$ cat src/shared/vrci_defines.vh
// timing counts and field positions for the row clock and interrupt block
`ifndef VRCI_DEFINES_VH
`define VRCI_DEFINES_VH

// ****************************************
// times at the 8 kHz reference rate
// ****************************************
`define VRCI_ROW_HIGH_US        175000
`define VRCI_ROW_LOW_US         25000
`define VRCI_CUE_HIGH_NS        109370
`define VRCI_CUE_LOW_NS         15630
`define VRCI_CLK_NS             25

// ****************************************
// cycle counts at 40 MHz
// ****************************************
`define VRCI_ROW_HIGH_CYC       ((`VRCI_ROW_HIGH_US * 1000) / `VRCI_CLK_NS)
`define VRCI_ROW_LOW_CYC        ((`VRCI_ROW_LOW_US * 1000) / `VRCI_CLK_NS)
`define VRCI_CUE_HIGH_CYC       (`VRCI_CUE_HIGH_NS / `VRCI_CLK_NS)
`define VRCI_CUE_LOW_CYC        (`VRCI_CUE_LOW_NS / `VRCI_CLK_NS)

// ****************************************
// sample-rate step: reference rate is one sample tick per 125 us
// ****************************************
`define VRCI_TICKS_PER_ROW      1600
`define VRCI_MARKER_SLOTS       8
`define VRCI_SLOT_TICKS         200

// ****************************************
// interrupt status word bits
// ****************************************
`define VRCI_STAT_MEM_END       0
`define VRCI_STAT_MSG_END       1

`endif

$ cat src/design/vrci_sync.v
// two-flop synchroniser for inputs from outside the clock domain
`timescale 1ns/1ps
module vrci_sync #(
    parameter WIDTH = 1,
    // level both stages take in reset; set it to the pin's idle level
    parameter [WIDTH-1:0] RST_VAL = {WIDTH{1'b0}}
) (
    // clock and reset
    input  wire             clk_i,
    input  wire             rst_i,
    // data
    input  wire [WIDTH-1:0] async_i,
    output reg  [WIDTH-1:0] sync_o
);
    reg [WIDTH-1:0] stage1;

    always @(posedge clk_i) begin
        if (rst_i) begin
            stage1 <= RST_VAL;
            sync_o <= RST_VAL;
        end else begin
            stage1 <= async_i;
            sync_o <= stage1;
        end
    end
endmodule // vrci_sync

$ cat src/design/vrci_top.v
// row boundary clock, interrupt and serial output enable of the voice device
`timescale 1ns/1ps
`include "vrci_defines.vh"
module vrci_top (
    // clock and reset
    input  wire       clk_i,
    input  wire       rst_i,
    // serial link pins
    input  wire       ss_n_i,
    input  wire       sclk_i,
    input  wire       spi_data_i,
    output reg        miso_oe_o,
    // operation control from the command decoder
    input  wire       record_i,
    input  wire       play_i,
    input  wire       cue_mode_i,
    input  wire       last_location_i,
    input  wire       read_interrupt_instruction_i,
    input  wire [7:0] marker_mask_i,
    input  wire       sample_tick_i,
    // open-drain pins
    output reg        row_boundary_clock_o,
    output reg        row_boundary_clock_oe_o,
    output reg        irq_o,
    output reg        irq_oe_o,
    // status
    output reg        memory_end_flag_o,
    output reg        message_end_flag_o,
    output reg  [1:0] irq_status_o,
    output reg        irq_status_valid_o,
    output reg        operation_end_o
);

    // ****************************************
    // constants
    // ****************************************
    localparam [31:0] CUE_HIGH_CYC = `VRCI_CUE_HIGH_CYC;
    localparam [31:0] CUE_LOW_CYC  = `VRCI_CUE_LOW_CYC;
    localparam [10:0] ROW_TICKS    = `VRCI_TICKS_PER_ROW;
    localparam [10:0] LOW_TICKS    = ROW_TICKS / 11'd8;
    localparam [10:0] HIGH_TICKS   = ROW_TICKS - LOW_TICKS;
    localparam [7:0]  SLOT_LAST    = `VRCI_SLOT_TICKS - 1;

    localparam [1:0] ST_IDLE  = 2'b00;
    localparam [1:0] ST_LOAD  = 2'b01;
    localparam [1:0] ST_HIGH  = 2'b10;
    localparam [1:0] ST_LOW   = 2'b11;

    // ****************************************
    // pin synchronisers
    // ****************************************
    wire [1:0] pins_sync;
    reg        ss_n_q;

    // select idles high, so reset must not look like a fresh select
    vrci_sync #(
        .WIDTH   (2),
        .RST_VAL (2'h2)
    ) u_sync (
        .clk_i   (clk_i),
        .rst_i   (rst_i),
        .async_i ({ss_n_i, sclk_i}),
        .sync_o  (pins_sync)
    );

    wire ss_n_s   = pins_sync[1];
    // serial clock edges belong to the shifter; only select matters here
    wire spi_start = ss_n_q & ~ss_n_s;

    always @(posedge clk_i) begin
        if (rst_i) begin
            ss_n_q <= 1'b1;
        end else begin
            ss_n_q <= ss_n_s;
        end
    end

    // ****************************************
    // serial output enable
    // ****************************************
    always @(posedge clk_i) begin
        if (rst_i) begin
            miso_oe_o <= 1'b0;
        end else begin
            miso_oe_o <= ~ss_n_s;
        end
    end

    // ****************************************
    // row clock sequencer
    // ****************************************
    reg  [1:0]  state;
    reg  [1:0]  next_state;
    reg  [10:0] tick_cnt;
    reg  [10:0] next_tick_cnt;
    reg  [31:0] cue_cnt;
    reg  [31:0] next_cue_cnt;
    reg         active_q;
    wire        active   = record_i | play_i;
    wire        rec_start = record_i & ~active_q;

    // cue mode runs on fast fixed cycles since the array is skimmed, not sampled
    always @* begin
        next_state    = state;
        next_tick_cnt = tick_cnt;
        next_cue_cnt  = cue_cnt;
        case (state)
            ST_IDLE: begin
                next_tick_cnt = 11'd0;
                next_cue_cnt  = 32'd0;
                if (rec_start) begin
                    next_state = ST_LOAD;
                end else if (active) begin
                    next_state = ST_HIGH;
                end
            end
            ST_LOAD: begin
                if (!active) begin
                    next_state = ST_IDLE;
                end else if (sample_tick_i) begin
                    if (tick_cnt == LOW_TICKS - 11'd1) begin
                        next_tick_cnt = 11'd0;
                        next_state    = ST_HIGH;
                    end else begin
                        next_tick_cnt = tick_cnt + 11'd1;
                    end
                end
            end
            ST_HIGH: begin
                if (!active) begin
                    next_state = ST_IDLE;
                end else if (cue_mode_i) begin
                    if (cue_cnt >= CUE_HIGH_CYC - 32'd1) begin
                        next_cue_cnt = 32'd0;
                        next_state   = ST_LOW;
                    end else begin
                        next_cue_cnt = cue_cnt + 32'd1;
                    end
                end else if (sample_tick_i) begin
                    if (tick_cnt >= HIGH_TICKS - 11'd1) begin
                        next_tick_cnt = 11'd0;
                        next_state    = ST_LOW;
                    end else begin
                        next_tick_cnt = tick_cnt + 11'd1;
                    end
                end
            end
            ST_LOW: begin
                if (!active) begin
                    next_state = ST_IDLE;
                end else if (cue_mode_i) begin
                    if (cue_cnt >= CUE_LOW_CYC - 32'd1) begin
                        next_cue_cnt = 32'd0;
                        next_state   = ST_HIGH;
                    end else begin
                        next_cue_cnt = cue_cnt + 32'd1;
                    end
                end else if (sample_tick_i) begin
                    if (tick_cnt >= LOW_TICKS - 11'd1) begin
                        next_tick_cnt = 11'd0;
                        next_state    = ST_HIGH;
                    end else begin
                        next_tick_cnt = tick_cnt + 11'd1;
                    end
                end
            end
            default: begin
                next_state = ST_IDLE;
            end
        endcase
    end

    always @(posedge clk_i) begin
        if (rst_i) begin
            state    <= ST_IDLE;
            tick_cnt <= 11'd0;
            cue_cnt  <= 32'd0;
            active_q <= 1'b0;
        end else begin
            state    <= next_state;
            tick_cnt <= next_tick_cnt;
            cue_cnt  <= next_cue_cnt;
            active_q <= active;
        end
    end

    // open drain: output level tied low, only the enable moves
    always @(posedge clk_i) begin
        if (rst_i) begin
            row_boundary_clock_o    <= 1'b0;
            row_boundary_clock_oe_o <= 1'b0;
        end else begin
            row_boundary_clock_o    <= 1'b0;
            row_boundary_clock_oe_o <= (next_state == ST_LOW);
        end
    end

    // ****************************************
    // end-of-message marker slots
    // ****************************************
    reg  [7:0] slot_tick;
    reg  [2:0] slot_num;
    wire       row_run   = ((state == ST_HIGH) | (state == ST_LOW)) & ~cue_mode_i;
    wire       slot_done = row_run & sample_tick_i & (slot_tick == SLOT_LAST);
    wire [7:0] slot_sel  = 8'h01 << slot_num;
    wire [7:0] slot_hit;
    genvar     g;

    // slots tile the whole row, low phase included, so the eighth ends at the row end
    always @(posedge clk_i) begin
        if (rst_i || !row_run) begin
            slot_tick <= 8'h00;
            slot_num  <= 3'h0;
        end else if (sample_tick_i) begin
            if (slot_tick == SLOT_LAST) begin
                slot_tick <= 8'h00;
                slot_num  <= slot_num + 3'h1;
            end else begin
                slot_tick <= slot_tick + 8'h01;
            end
        end
    end

    generate
        for (g = 0; g < `VRCI_MARKER_SLOTS; g = g + 1) begin : g_slot
            // a marker counts once its share of the row has been played
            assign slot_hit[g] = marker_mask_i[g] & slot_sel[g] & slot_done;
        end
    endgenerate

    wire marker_seen = play_i & ~record_i & (|slot_hit);
    wire mem_end_ev  = active & last_location_i;

    // ****************************************
    // flags and interrupt
    // ****************************************
    // set wins over the clear in the same cycle so no ending is lost
    always @(posedge clk_i) begin
        if (rst_i) begin
            memory_end_flag_o  <= 1'b0;
            message_end_flag_o <= 1'b0;
            irq_o              <= 1'b0;
            irq_oe_o           <= 1'b0;
            operation_end_o    <= 1'b0;
        end else begin
            operation_end_o <= mem_end_ev | marker_seen;
            if (mem_end_ev) begin
                memory_end_flag_o <= 1'b1;
            end else if (spi_start) begin
                memory_end_flag_o <= 1'b0;
            end
            if (marker_seen) begin
                message_end_flag_o <= 1'b1;
            end else if (spi_start) begin
                message_end_flag_o <= 1'b0;
            end
            irq_o <= 1'b0;
            if (mem_end_ev | marker_seen) begin
                irq_oe_o <= 1'b1;
            end else if (spi_start) begin
                irq_oe_o <= 1'b0;
            end
        end
    end

    // status snapshot for the read-interrupt instruction
    always @(posedge clk_i) begin
        if (rst_i) begin
            irq_status_o       <= 2'b00;
            irq_status_valid_o <= 1'b0;
        end else begin
            irq_status_valid_o <= read_interrupt_instruction_i;
            if (read_interrupt_instruction_i) begin
                irq_status_o[`VRCI_STAT_MEM_END] <= memory_end_flag_o;
                irq_status_o[`VRCI_STAT_MSG_END] <= message_end_flag_o;
            end
        end
    end

endmodule // vrci_top

$ cat config.mk
export PLATFORM = sky130hd
export DESIGN_NAME = vrci_top
export DESIGN_NICKNAME = d
export VERILOG_FILES = /design/src/design/vrci_sync.v /design/src/design/vrci_top.v
export VERILOG_INCLUDE_DIRS = /design/src /design/src/shared
export SDC_FILE = /design/constraint.sdc
export NUM_CORES = 1
export LEC_CHECK = 0
export ABC_AREA = 1
export ABC_CLOCK_PERIOD_IN_PS = 2100
export BUFFER_PORTS_ARGS = -buffer_cell sky130_fd_sc_hd__buf_4
export CORE_ASPECT_RATIO = 1.2
export CORE_UTILIZATION = 54
export CTS_CLUSTER_DIAMETER = 60
export DETAILED_ROUTE_END_ITERATION = 7
export PLACE_DENSITY = 0.71
export SLEW_MARGIN = 20
export SYNTH_ARGS = -nofsm -noshare
export SYNTH_HDL_FRONTEND = slang
export SYNTH_SLANG_ARGS = --single-unit
$ cat constraint.sdc
create_clock -name clk_i -period 2.1 [get_ports clk_i]
set_input_delay 0.42 -clock clk_i [delete_from_list [all_inputs] [get_ports clk_i]]
set_output_delay 0.42 -clock clk_i [all_outputs]
set_load 0.005 [all_outputs]
# After elaboration in Yosys (flattened, before gate mapping)
# Cells that the tools add are included.
# op_classes
addsub	4
n_lt_le_gt_ge	4
n_eq_ne	16
shift	1
n_mux	40
n_bitwise	31
n_reduce_logical	11
# ops
operator	count
$mux 32	6
$mux 11	11
$pmux 32 s3	1
$pmux 11 s4	1
$add 32x1->32 const B	1
$ge 32x10->1 const B	1
$ge 32x13->1 const B	1
$mux 2	15
$and 1x1->1	24
$ne 2x2->1 const B	10
$add 11x1->11 const B	1
$eq 11x8->1 const B	1
$ge 11x11->1 const B	1
$ge 11x8->1 const B	1
$add 8x1->8 const B	1
$eq 8x8->1 const B	1
$mux 8	1
$pmux 2 s4	1
$reduce_and 8->1	1
$reduce_or 8->1	1
$shl 1x3->8 const A	1
$eq 2x2->1 const B	3
$reduce_bool 2->1	3
$reduce_and 5->1	1
10 further kinds	18
# word_totals
ff_bits	71
in_bits	19
out_inout_bits	11
elab_cells	124

# Depth between registers and ports, before layout
# Gate-level depths: netlist (run 1).
# depth
word_depth	10
mapped_depth	14
mapped_depth_nobuf	14

# Cells and area by module
# Synthesis (run 1) repeated with hierarchy kept, for this count alone.
# unflattened
hier_cells	533
area_unflattened_um2	3661.0
# modules_own_cells
module	instances	cells_per_inst	area_per_inst_um2	seq_area_each_um2
vrci_top	1	520	3547.2	1341.3
vrci_sync	1	13	113.9	80.1

# Worst setup path before layout (run 1)
# OpenSTA, ideal clock, no wires.
# synth_timing
kind	register to register
from	register tick_cnt[0]
to	register tick_cnt[8]
setup_time_ns	0.070
arrival_time_ns	1.385
required_ns	2.030
slack_ns	0.645
path_stages_with_launch	12
path_buffers	1
period_less_slack_ns	1.455
path_cell_list	dfxtp_1 > ha_1 > nand2_2 > nand3_1 > nand2_1 > nand3_1 > nand2_1 > nand2_1 > o21ai_1 > buf_4 > nand3b_1 > a21oi_1
# synth_between
elab_chain_len	6
word_cells_on_any_way	16
classes_between	add/sub (1); order compare (2); eq/ne (1); mux (12)
# synth_lines
element	line	rtl
start: declaration	vrci_top.v:94	reg [10:0] tick_cnt;
start signal: assignment	vrci_top.v:181	tick_cnt <= next_tick_cnt;
$add 11x1->11, or another cell as far along	vrci_top.v:125, vrci_top.v:144, vrci_top.v:163	
$mux 11, on equally long branches	vrci_top.v:159, vrci_top.v:140	
$mux 11, on equally long branches	vrci_top.v:158, vrci_top.v:139	
$mux 11, on equally long branches	vrci_top.v:151, vrci_top.v:132	
$mux 11, on equally long branches	vrci_top.v:149, vrci_top.v:130	
$pmux 11 s4 (*)	vrci_top.v:107	case (state)
# Mark *: on every way between the ends. The rest lies on a longest branch, timed or not. The select of a mux whose other input is x is not followed.
# A chain may end at the register's enable or synchronous reset.

# Worst setup path after layout (run 1)
# layout_timing
from	register cue_cnt[0]
to	register cue_cnt[8]
# layout_between
elab_chain_len	5
word_cells_on_any_way	10
classes_between	add/sub (1); order compare (2); mux (7)
# layout_lines
element	line	rtl
start: declaration	vrci_top.v:96	reg [31:0] cue_cnt;
start signal: assignment	vrci_top.v:182	cue_cnt <= next_cue_cnt;
$add 32x1->32, or another cell as far along	vrci_top.v:137, vrci_top.v:156	
$mux 32, on equally long branches	vrci_top.v:152, vrci_top.v:133	
$mux 32, on equally long branches	vrci_top.v:151, vrci_top.v:132	
$mux 32, on equally long branches	vrci_top.v:149, vrci_top.v:130	
$pmux 32 s3 (*)	vrci_top.v:107	
# Marks and branches as above.

==> results of run 1 <==
## metrics by stage
step,hold WS (ps),cells,utilization,total power [mW],setup slack (ps)
6_report,259,586,0.632,2.70,354
3_5_place_dp,395,570,0.597,1.61,337
4_1_cts,245,586,0.632,2.73,335
5_1_grt,256,586,0.632,2.80,162
3_3_place_gp,391,570,0.597,1.60,363
2_1_floorplan,389,475,-,1.53,645
## worst max path at each step
stage | startpoint | cells after the start | endpoint
after floorplan | tick_cnt[0]$_SDFFE_PP0P_ | 11 | tick_cnt[8]$_SDFFE_PP0P_
after global placement | cue_mode_i | 6 | tick_cnt[10]$_SDFFE_PP0P_
after detailed placement | cue_mode_i | 6 | tick_cnt[6]$_SDFFE_PP0P_
after CTS | cue_cnt[0]$_SDFFE_PP0P_ | 12 | cue_cnt[8]$_SDFFE_PP0P_
after global routing | cue_cnt[0]$_SDFFE_PP0P_ | 12 | cue_cnt[8]$_SDFFE_PP0P_
final | cue_cnt[0]$_SDFFE_PP0P_ | 12 | cue_cnt[8]$_SDFFE_PP0P_
## power groups by stage
stage	clock (mW)	combinational (mW)	sequential (mW)
6_report	1.12	0.234	1.34
5_1_grt	1.20	0.259	1.34
4_1_cts	1.15	0.237	1.34
3_5_place_dp	0	0.235	1.37
3_3_place_gp	0	0.233	1.37
2_1_floorplan	0	0.164	1.37
## routing by layer
| metal | GRT usage | wire, um | up-vias |
|---|---|---|---|
| li1 | - | - | 1550 |
| met1 | 0.249 | 2920 | 1344 |
| met2 | 0.378 | 3440 | 22 |
| met3 | 0.0444 | 143 | 11 |
| met4 | 0.119 | 146 | 0 |
| met5 | 0 | 0 | - |
## sequential cells by signal, summed over array words and instances, names as in the netlist
signal                   count
active_q                     1
slot_num                     3
irq_status_valid_o           1
irq_status_o                 2
row_boundary_clock_oe_o      1
u_sync.stage1                1
tick_cnt                    11
irq_oe_o                     1
operation_end_o              1
cue_cnt                     32
memory_end_flag_o            1
ss_n_q                       1
message_end_flag_o           1
miso_oe_o                    1
state                        2
u_sync.sync_o                1
slot_tick                    8
## worst max-delay path, stage by stage (launching register included)
cell     delay (ps)
dfxtp_1         410
inv_1           100
ha_1            200
nand2_1          70
nand2_1          50
nand3_1          70
nand2_1          60
nand2_1          60
nand2_1          80
nand3_1         130
nand3_2         140
nand2_2         190
nor2_1           60
## cells by family after synthesis
family	count (synthesis)
simple gates	257
buf+inv	70
flops	69
compound gates	52
xor+xnor	13
fa+ha+maj	12
other cells	1
## placed cells by master (no fill, tap or decap), drive strengths merged
| cell type | count |
|---|---|
| nand2 | 107 |
| nor2 | 77 |
| dfxtp | 69 |
| inv | 55 |
| nand3 | 48 |
| a21oi | 34 |
| buf | 27 |
| o21ai | 14 |
| xor2 | 12 |
| ha | 12 |
| clkbuf | 11 |
| nor3 | 11 |
| nand4 | 5 |
| nand3b | 4 |
| clkinv | 3 |
| or2 | 2 |
| nor3b | 2 |
| conb | 2 |
| clkinvlp | 2 |
| nor4 | 1 |
| a31oi | 1 |
| o22ai | 1 |
| o21a | 1 |
| xnor2 | 1 |
| o31ai | 1 |
| bufinv | 1 |
## area by class of cell
cell class / instances / area (um^2) / share of cell area
inverter: 56 / 215 / 0.0563
clock buffer: 11 / 151 / 0.0396
sequential: 69 / 1380 / 0.361
timing repair buffer: 27 / 203 / 0.0530
clock inverter: 5 / 58.8 / 0.0154
tap: 82 / 103 / 0.0268
multi-input combinational: 336 / 1710 / 0.448
==> results.md, run 1 <==
- Data arrives at the worst endpoint at between 1500 and 2000 ps.
- The site row count is 31.
- The tool flagged a number of max-cap violations equal to 0.
- The post-cts hold buffer count is 0.
- The die height is between 80 and 90 um.
- The startpoint identified for the worst register-to-register timing path is cue_cnt[0]$_SDFFE_PP0P_.
- After clock tree synthesis, the clock-pin slew on the worst setup and hold paths is 70 ps.
- Once the clock tree was built, the resizer swapped 0 gates to a different size.
- STA classifies the critical path endpoint as a flip-flop.
- After detailed routing, the average wire length per cell comes to about 11 um.
- The flip-flop and latch count after synthesis is 69.
- For this design the top-level I/O count stands at 30.
- The worst setup slack for register-to-register paths is 350 ps.
- The path with the worst hold slack has its endpoint at u_sync.stage1[1]$_SDFF_PP1_.
- The post-detailed-route DRC marker count is 0.
- The largest area contributor in the synthesized netlist is dfxtp_1.
- The leakage power of the design is 1.65 nW.
- Of the total power, registers draw 0.497.
- The count of nets after finishing is 530.
- Using the TritonRoute via totals, the vias-per-cell ratio works out to between 4 and 5.
- The cell area after placement is ~3600 um^2.
- The commonest register cell after synthesis is dfxtp_1.
- The aggregate negative setup slack is 0 ps.
- The later pin in the worst-skew pair is clocked with a latency of 350 ps.
- The distinct cell type count of the synthesized netlist is 35.
- The final number of hold-violating endpoints is 0.
- The via count of the first global-routing pass is 2592.
- The share of the synthesized area in compound gates (AO/OA/AOI/OAI) came to 0.0804.
- Of the available clock period, the critical path in the final layout requires 0.832.
- After clock tree synthesis, the setup repair step added 0 buffers.
- The TritonCTS clock tree is done.
- The remaining antenna violation count after routing is 0.
- The worst voltage drop across the vdd grid is ~430 uV.
- The highest net fanout along the worst path is 7.
- The width of the die is about 74 um.
- The yosys synthesis warning count is 0.
- Setup repair after global routing left no endpoint under its margin.
- The wire-length estimate of the detail-placed layout is 4740 um.
- The total overflow left after global routing is 0.
- The internal power summed over all cells is between 2 and 2.5 mW.
- In this run the standard cell core region covers between 6000 and 7000 um^2.
- In the global route stage, overall resource usage came out at 0.218.
- The depth of the worst hold-timing path is 2.
- The tightest min-delay check is of the in -> reg type.
- The number of antenna violations at the first check in global routing is 0.
- The number of violations reported at the end of detailed-routing iteration 0 is 98.
- CTS saw 69 sinks.
- The most numerous cell in the Yosys netlist is nand2_1.
- The routed design has ~6700 um of wire.
- The first detailed-routing pass ran for 4 iterations.
- The fraction of power spent switching nets is 0.253.
- The worst hold path begins at ss_n_i.
- The count of endpoints failing setup in the final report is 0.
- The combinational family with the most area after synthesis is simple AND/OR/NAND/NOR gates.
- The maximum count of clock buffers along a single path is 2.
- The instance count of the mapped netlist is 474.
- The transition time at the pin with the least slew margin is between 700 and 800 ps.
- Clock skew on the completed layout was measured at around 5.3 ps.
- The capturing point of the worst reg2reg path is cue_cnt[8]$_SDFFE_PP0P_.
- Input and output buffers added on the ports amount to 25.
- Fill cells in the final layout number approximately 580.
- The signed area change from the synthesized netlist to the final layout is 13.2%.
- The fraction of layout instances using a drive strength above 1 is 0.145.
- The total inserted antenna cells is 0.
- The ratio of total power to cell area is approximately 700 nW/um^2.
- The count of final max-slew check failures is 0.
- The clock period minus final worst setup slack is 1750 ps.
- For this run, the top clock speed supported by timing is approximately 0.57 GHz.
- The net switching power of the design is 684 uW.
- The weighted congestion reported at the end of routability-driven placement is ~0.84.
- The share of synthesized registers carrying an async set or reset is 0.
- Of the total synthesized cell area, the portion taken by XOR and XNOR cells is 0.0337.
- The post-synthesis instance area is between 3000 and 4000 um^2.
- The total CTS buffers is 9.
- The tightest slew margin relative to the limit is 0.498.
- The area enclosed by the die boundary is about 6600 um^2.
- The portion of synthesized area spent on multiplexers is 0.
- The critical path class is reg -> reg.
- In this run the number of H-tree levels came out at 3.
- The number of enable flip-flop cells after synthesis is 0.
- STA classifies the critical path startpoint as a flip-flop.
- The pin count of the biggest net entering global routing is 46.
- Of the total synthesized cell area, the portion taken by AND, OR, NAND and NOR gates is 0.346.
- The finished cells cover 3820 um^2.
- The area share of the largest cell type after synthesis is 0.409.
- The critical path data required time is approximately 2300 ps.
- The share of total power dissipated in combinational logic is 0.087.
- Counting cells, the worst reg-to-reg path comes to 12.
- The mean instance size in the synthesized netlist is between 7 and 8 um^2.
- Of the total synthesized cell area, the portion taken by full adders, half adders and majority gates is 0.0444.
- Of the total power, the clock network draws 0.417.
- For this configuration, the core starts out at a cell density of 0.558.
- The flow ran to the end, and the final reports show no timing, DRC or antenna violations.
- Yosys attributes the largest share of cell area to dfxtp_1 41%, nand2_1 11%, nor2_1 7.3%.
- The detailed router placed ~2900 vias in this run.
- The master cell of the clock root buffer is clkbuf_8.
- Of the synthesized area, sequential elements account for 0.409.
- By count the netlist is led by 101 x nand2_1, 69 x dfxtp_1, 66 x nor2_1, 49 x inv_1, 45 x nand3_1.
- The first global-routing pass estimated ~11000 um of wire.
Note: power is estimated with default switching activity, not from simulation.
==> run 2: changes to the inputs <==
Settings changed: ABC_AREA 1 to 0, ABC_CLOCK_PERIOD_IN_PS 2100 to 1500, CORE_UTILIZATION 54 to 53, PLACE_DENSITY 0.71 to 0.73.
Clock period 2.1 ns to 1.5 ns, I/O delays scaled along.
==> results.md, run 2 <==
- The clock net sink count was 69 (unchanged).
- The worst setup path is captured at a flip-flop.
- The combinational family with the most area after synthesis is simple AND/OR/NAND/NOR gates.
- The count of boundary I/O pins was 30 (unchanged).
- The detailed-route via count is 3225 (+10%).
- More flip-flops sit in one register than any other, and that register is cue_cnt.
- The share of the clock period used by the worst path is 1.23 (+0.398).
- The highest net fanout along the worst path is 3 (-4).
- The number of violations reported at the end of detailed-routing iteration 0 was 230 (+130%).
- The weighted congestion reported at the end of routability-driven placement is 0.921 (+9.1%).
- The sequential element share of the synthesized area came to 0.418 (+0.00961).
- The area enclosed by the die boundary is 6550 um^2 (-0.45%).
- The via-per-instance ratio is 5.57 (+12%).
- The proportion of synthesized area in mux cells is 0.0121 (+0.0121).
- The longest individual stage delay on the worst path is 360 ps (-50 ps).
- The clock input transition at the sequential cells of the worst setup and hold paths is 70 ps (about the same).
- The worst register-to-register path begins at cue_cnt[1]$_SDFFE_PP0P_.
- The ratio of total power to cell area is 841 nW/um^2 (+19%).
- The share of the synthesized area in compound gates (AO/OA/AOI/OAI) came to 0.143 (+0.0622).
- By area the synthesized netlist is led by dfxtp_1 42%, nor2_1 5.1%, nand2_1 5.0%.
- The fraction of layout instances using a drive strength above 1 was 0.408 (+0.264).
- The total stage count of the critical path is 9 (-3).
- The distinct cell type count of the synthesized netlist is 59 (+69%).
- The wire length of the first global-routing pass came to 14000 um (+28%).
- In this run the worst hold path is classified as in -> reg.
- The buffers plus inverters on the worst setup path is 3 (+2).
- The critical path data required time is 1730 ps (-610 ps).
- The synthesized-area fraction occupied by and/or/nand/nor cells is 0.280 (-0.0665).
- In the final layout, the registers with the most flip-flops are cue_cnt (32), tick_cnt (11), slot_tick (8).
- The instance count of the mapped netlist came to 393 (-17%).
- The commonest non-fill, non-tap cell in the layout is buf_4.
- The total inserted antenna cells was 0 (unchanged).
- The tree is rooted in a clkbuf_8.
- The number of flip-flops under the largest register name was 32 (unchanged).
- The pin count of the biggest net entering global routing is 18 (-61%).
- The yosys synthesis warning count is 0 (unchanged).
- The total CTS buffers is 9 (unchanged).
- The leakage power of the design was 1.90 nW (+15%).
- The area share of the largest cell type after synthesis is 0.418 (+0.00961).
- The area growth from synthesis to layout is 47.6%.
- The final reports fail on setup timing.
- The critical path ends at row_boundary_clock_oe_o$_SDFF_PP0_.
- The count of endpoints failing setup in the final report is 38 (+38).
- The effective utilization at floorplan is 0.549 (-0.00930).
- The count of nets after finishing is 523 (-1.3%).
- The clock latency reported for the late side of the worst-skew pair was 350 ps (about the same).
- The remaining antenna violation count after routing is 0 (unchanged).
- The flip-flop and latch count after synthesis is 69 (unchanged).
- The number of maximum-capacitance constraint violations came to 0 (unchanged).
- The share of synthesized registers carrying an async set or reset was 0 (unchanged).
- The number of levels the H-tree was split into is 3 (unchanged).
- The clock period minus final worst setup slack is 1840 ps (+97.7 ps).
- The width of the die came to 74.0 um (-0.22%).
- The number of antenna violations at the first check in global routing is 0 (unchanged).
- The tightest slew margin relative to the limit is 0.663 (+0.165).
- The transition time at the pin with the least slew margin is 504 ps (-246 ps).
- The worst clock skew was 7.62 ps (+2.28 ps).
- STA classifies the critical path startpoint as a flip-flop.
- Among all stages on the critical path, the largest delay is contributed by dfxtp_2.
- The first-pass iteration count of the detailed router is 5 (+1).
- The number of enable flip-flop cells after synthesis is 0 (unchanged).
- The total overflow reported by the global router is 0 (unchanged).
- The maximum count of clock buffers along a single path is 2 (unchanged).
- The count of final max-slew check failures was 0 (unchanged).
- The library cells used most frequently in the layout, excluding fill and tap cells, are 99 x buf_4, 60 x dfxtp_1, 44 x nand2_1, 32 x nor2_1, 16 x and3_1.
- The routed wire length is 9070 um (+36%).
- The final number of hold-violating endpoints came to 0 (unchanged).
- The fmax is 0.542 GHz (-5.3%).
- The die height came to 88.4 um (-0.23%).
- The minimum setup slack in the final design is -344 ps (-698 ps).
- The flow ran to the end, but the final reports show violations.
- The adder and majority cell fraction of the synthesized area was 0.0455 (+0.00104).
- The post-cts hold buffer count is 0 (unchanged).
- In this design, the largest share of critical-path delay is due to compound AO/OA/AOI/OAI gates.
- The capturing point of the worst reg2reg path is row_boundary_clock_oe_o$_SDFF_PP0_.
- The count of buffers inserted at the top-level ports is 25 (unchanged).
- The critical path is of the reg -> reg type.
- The overall track demand over capacity in global routing is 0.283 (+0.0646).
- The most numerous cell in the Yosys netlist is dfxtp_1.
- dfxtp_1 takes more of the synthesized area than any other cell.
- The worst setup slack for register-to-register paths is -340 ps (-700 ps).
- The post-placement setup slack is -367 ps (-705 ps).
- The critical path starts at cue_cnt[1]$_SDFFE_PP0P_.
- The via count of the first global-routing pass is 3085 (+19%).
- The depth of the worst register-to-register path is 9 (-3).
- The arrival time at the worst endpoint is 2070 ps (+80 ps).
- The xor/xnor share of the synthesized area was 0.0451 (+0.0114).
- The post-detailed-route DRC marker count is 0 (unchanged).
- The area of the placeable core came to 6010 um^2 (-0.64%).
- The worst voltage drop across the vdd grid was 637 uV (+49%).
- The average wire per standard cell is 15.7 um (+38%).
- The fill cell total of the finished layout is 357 (-39%).
- The final total power was 4.09 mW (+52%).
- The site row count was 31 (unchanged).
- The mean instance size in the synthesized netlist was 8.40 um^2 (+18%).
- Setup repair after global routing could not meet its margin everywhere.
- The commonest cells after synthesis are 69 x dfxtp_1, 45 x nor2_1, 44 x nand2_1, 18 x inv_1, 17 x and3_1.
- The placed wire-length estimate after detailed placement is 5690 um (+20%).
- The post-synthesis instance area is 3300 um^2 (-2.3%).
- The commonest register cell after synthesis is dfxtp_1.
- Traced cell by cell, the critical path runs through inv_4 -> ha_4 -> nor3b_4 -> o211ai_1 -> a211oi_2 -> buf_4 -> buf_6 -> nand4bb_4 -> a31oi_1.
- TritonCTS built the clock tree.
==> run 2: cell types whose count changed after synthesis, moves of 8 or more <==
cell     delta
nor2_2      -8
nor2_1     -21
nand3_1    -30
a21oi_1    -20
and3_1     +17
nand2_1    -57
inv_1      -31
==> run 2: how the worst min path moves through the flow <==
| stage | depth (start not counted) | startpoint | slack [ps] | endpoint |
|---|---|---|---|---|
| 6_report | 2 | ss_n_i | 140 | u_sync.stage1[1]$_SDFF_PP1_ |
| 5_1_grt | 2 | ss_n_i | 120 | u_sync.stage1[1]$_SDFF_PP1_ |
| 4_1_cts | 2 | ss_n_i | 130 | u_sync.stage1[1]$_SDFF_PP1_ |
| 3_5_place_dp | 1 | u_sync.stage1[1]$_SDFF_PP1_ | 390 | u_sync.sync_o[1]$_SDFF_PP1_ |
| 3_3_place_gp | 1 | u_sync.stage1[1]$_SDFF_PP1_ | 390 | u_sync.sync_o[1]$_SDFF_PP1_ |
| 2_1_floorplan | 1 | u_sync.stage1[1]$_SDFF_PP1_ | 390 | u_sync.sync_o[1]$_SDFF_PP1_ |
==> run 2: kinds of logic (layout without fill, tap and decap cells) <==
kind of cell / count (synthesis) / after routing
other cells: 1 / 2
xor+xnor: 17 / 17
simple gates: 183 / 183
fa+ha+maj: 12 / 12
flops: 69 / 69
mux: 4 / 4
buf+inv: 41 / 144
compound gates: 66 / 66
==> run 2: metal layers <==
layer / wire length [um] / share of wire / vias to the layer above / track usage
met5: 0 / 0 / - / 0
met1: 3790 / 0.42 / 1557 / 0.327
met2: 4790 / 0.53 / 62 / 0.483
met4: 211 / 0.023 / 0 / 0.131
li1: - / - / 1588 / -
met3: 276 / 0.030 / 18 / 0.0763
==> run 2: per-stage QoR <==
step	cell area (um^2)	instances	hold WS, ps	util	TNS [ps]
after floorplan	3380	394	389	-	-7560
after global placement	4110	551	392	0.683	-7360
after detailed placement	4110	551	394	0.683	-7700
after CTS	4640	577	126	0.771	-7740
after global routing	4870	579	122	0.810	-12610
final	4870	579	136	0.810	-10390
==> run 2: what timing repair did <==
action	4_1_cts	5_1_grt
endpoints found under the setup margin	38	45
endpoints found under the hold margin	0	0
pin swaps	29	26
buffers inserted	10	3
resized for setup	48	55
gates cloned	1	1
==> run 2: layout make-up <==
| type | instances | area [um^2] | share of cell area |
|---|---|---|---|
| Clock buffer | 11 | 151 | 0.0311 |
| Clock inverter | 5 | 82.6 | 0.0170 |
| Inverter | 18 | 77.6 | 0.0159 |
| Multi-Input combinational cell | 284 | 2170 | 0.446 |
| Sequential cell | 69 | 1400 | 0.288 |
| Tap cell | 82 | 103 | 0.0211 |
| Timing Repair Buffer | 110 | 881 | 0.181 |
==> run 2: where the power goes <==
| part | switching [mW] | internal (mW) | total [mW] |
|---|---|---|---|
| registers | 0.0196 | 1.85 | 1.87 |
| clock network | 0.711 | 1.03 | 1.74 |
| logic | 0.256 | 0.228 | 0.484 |
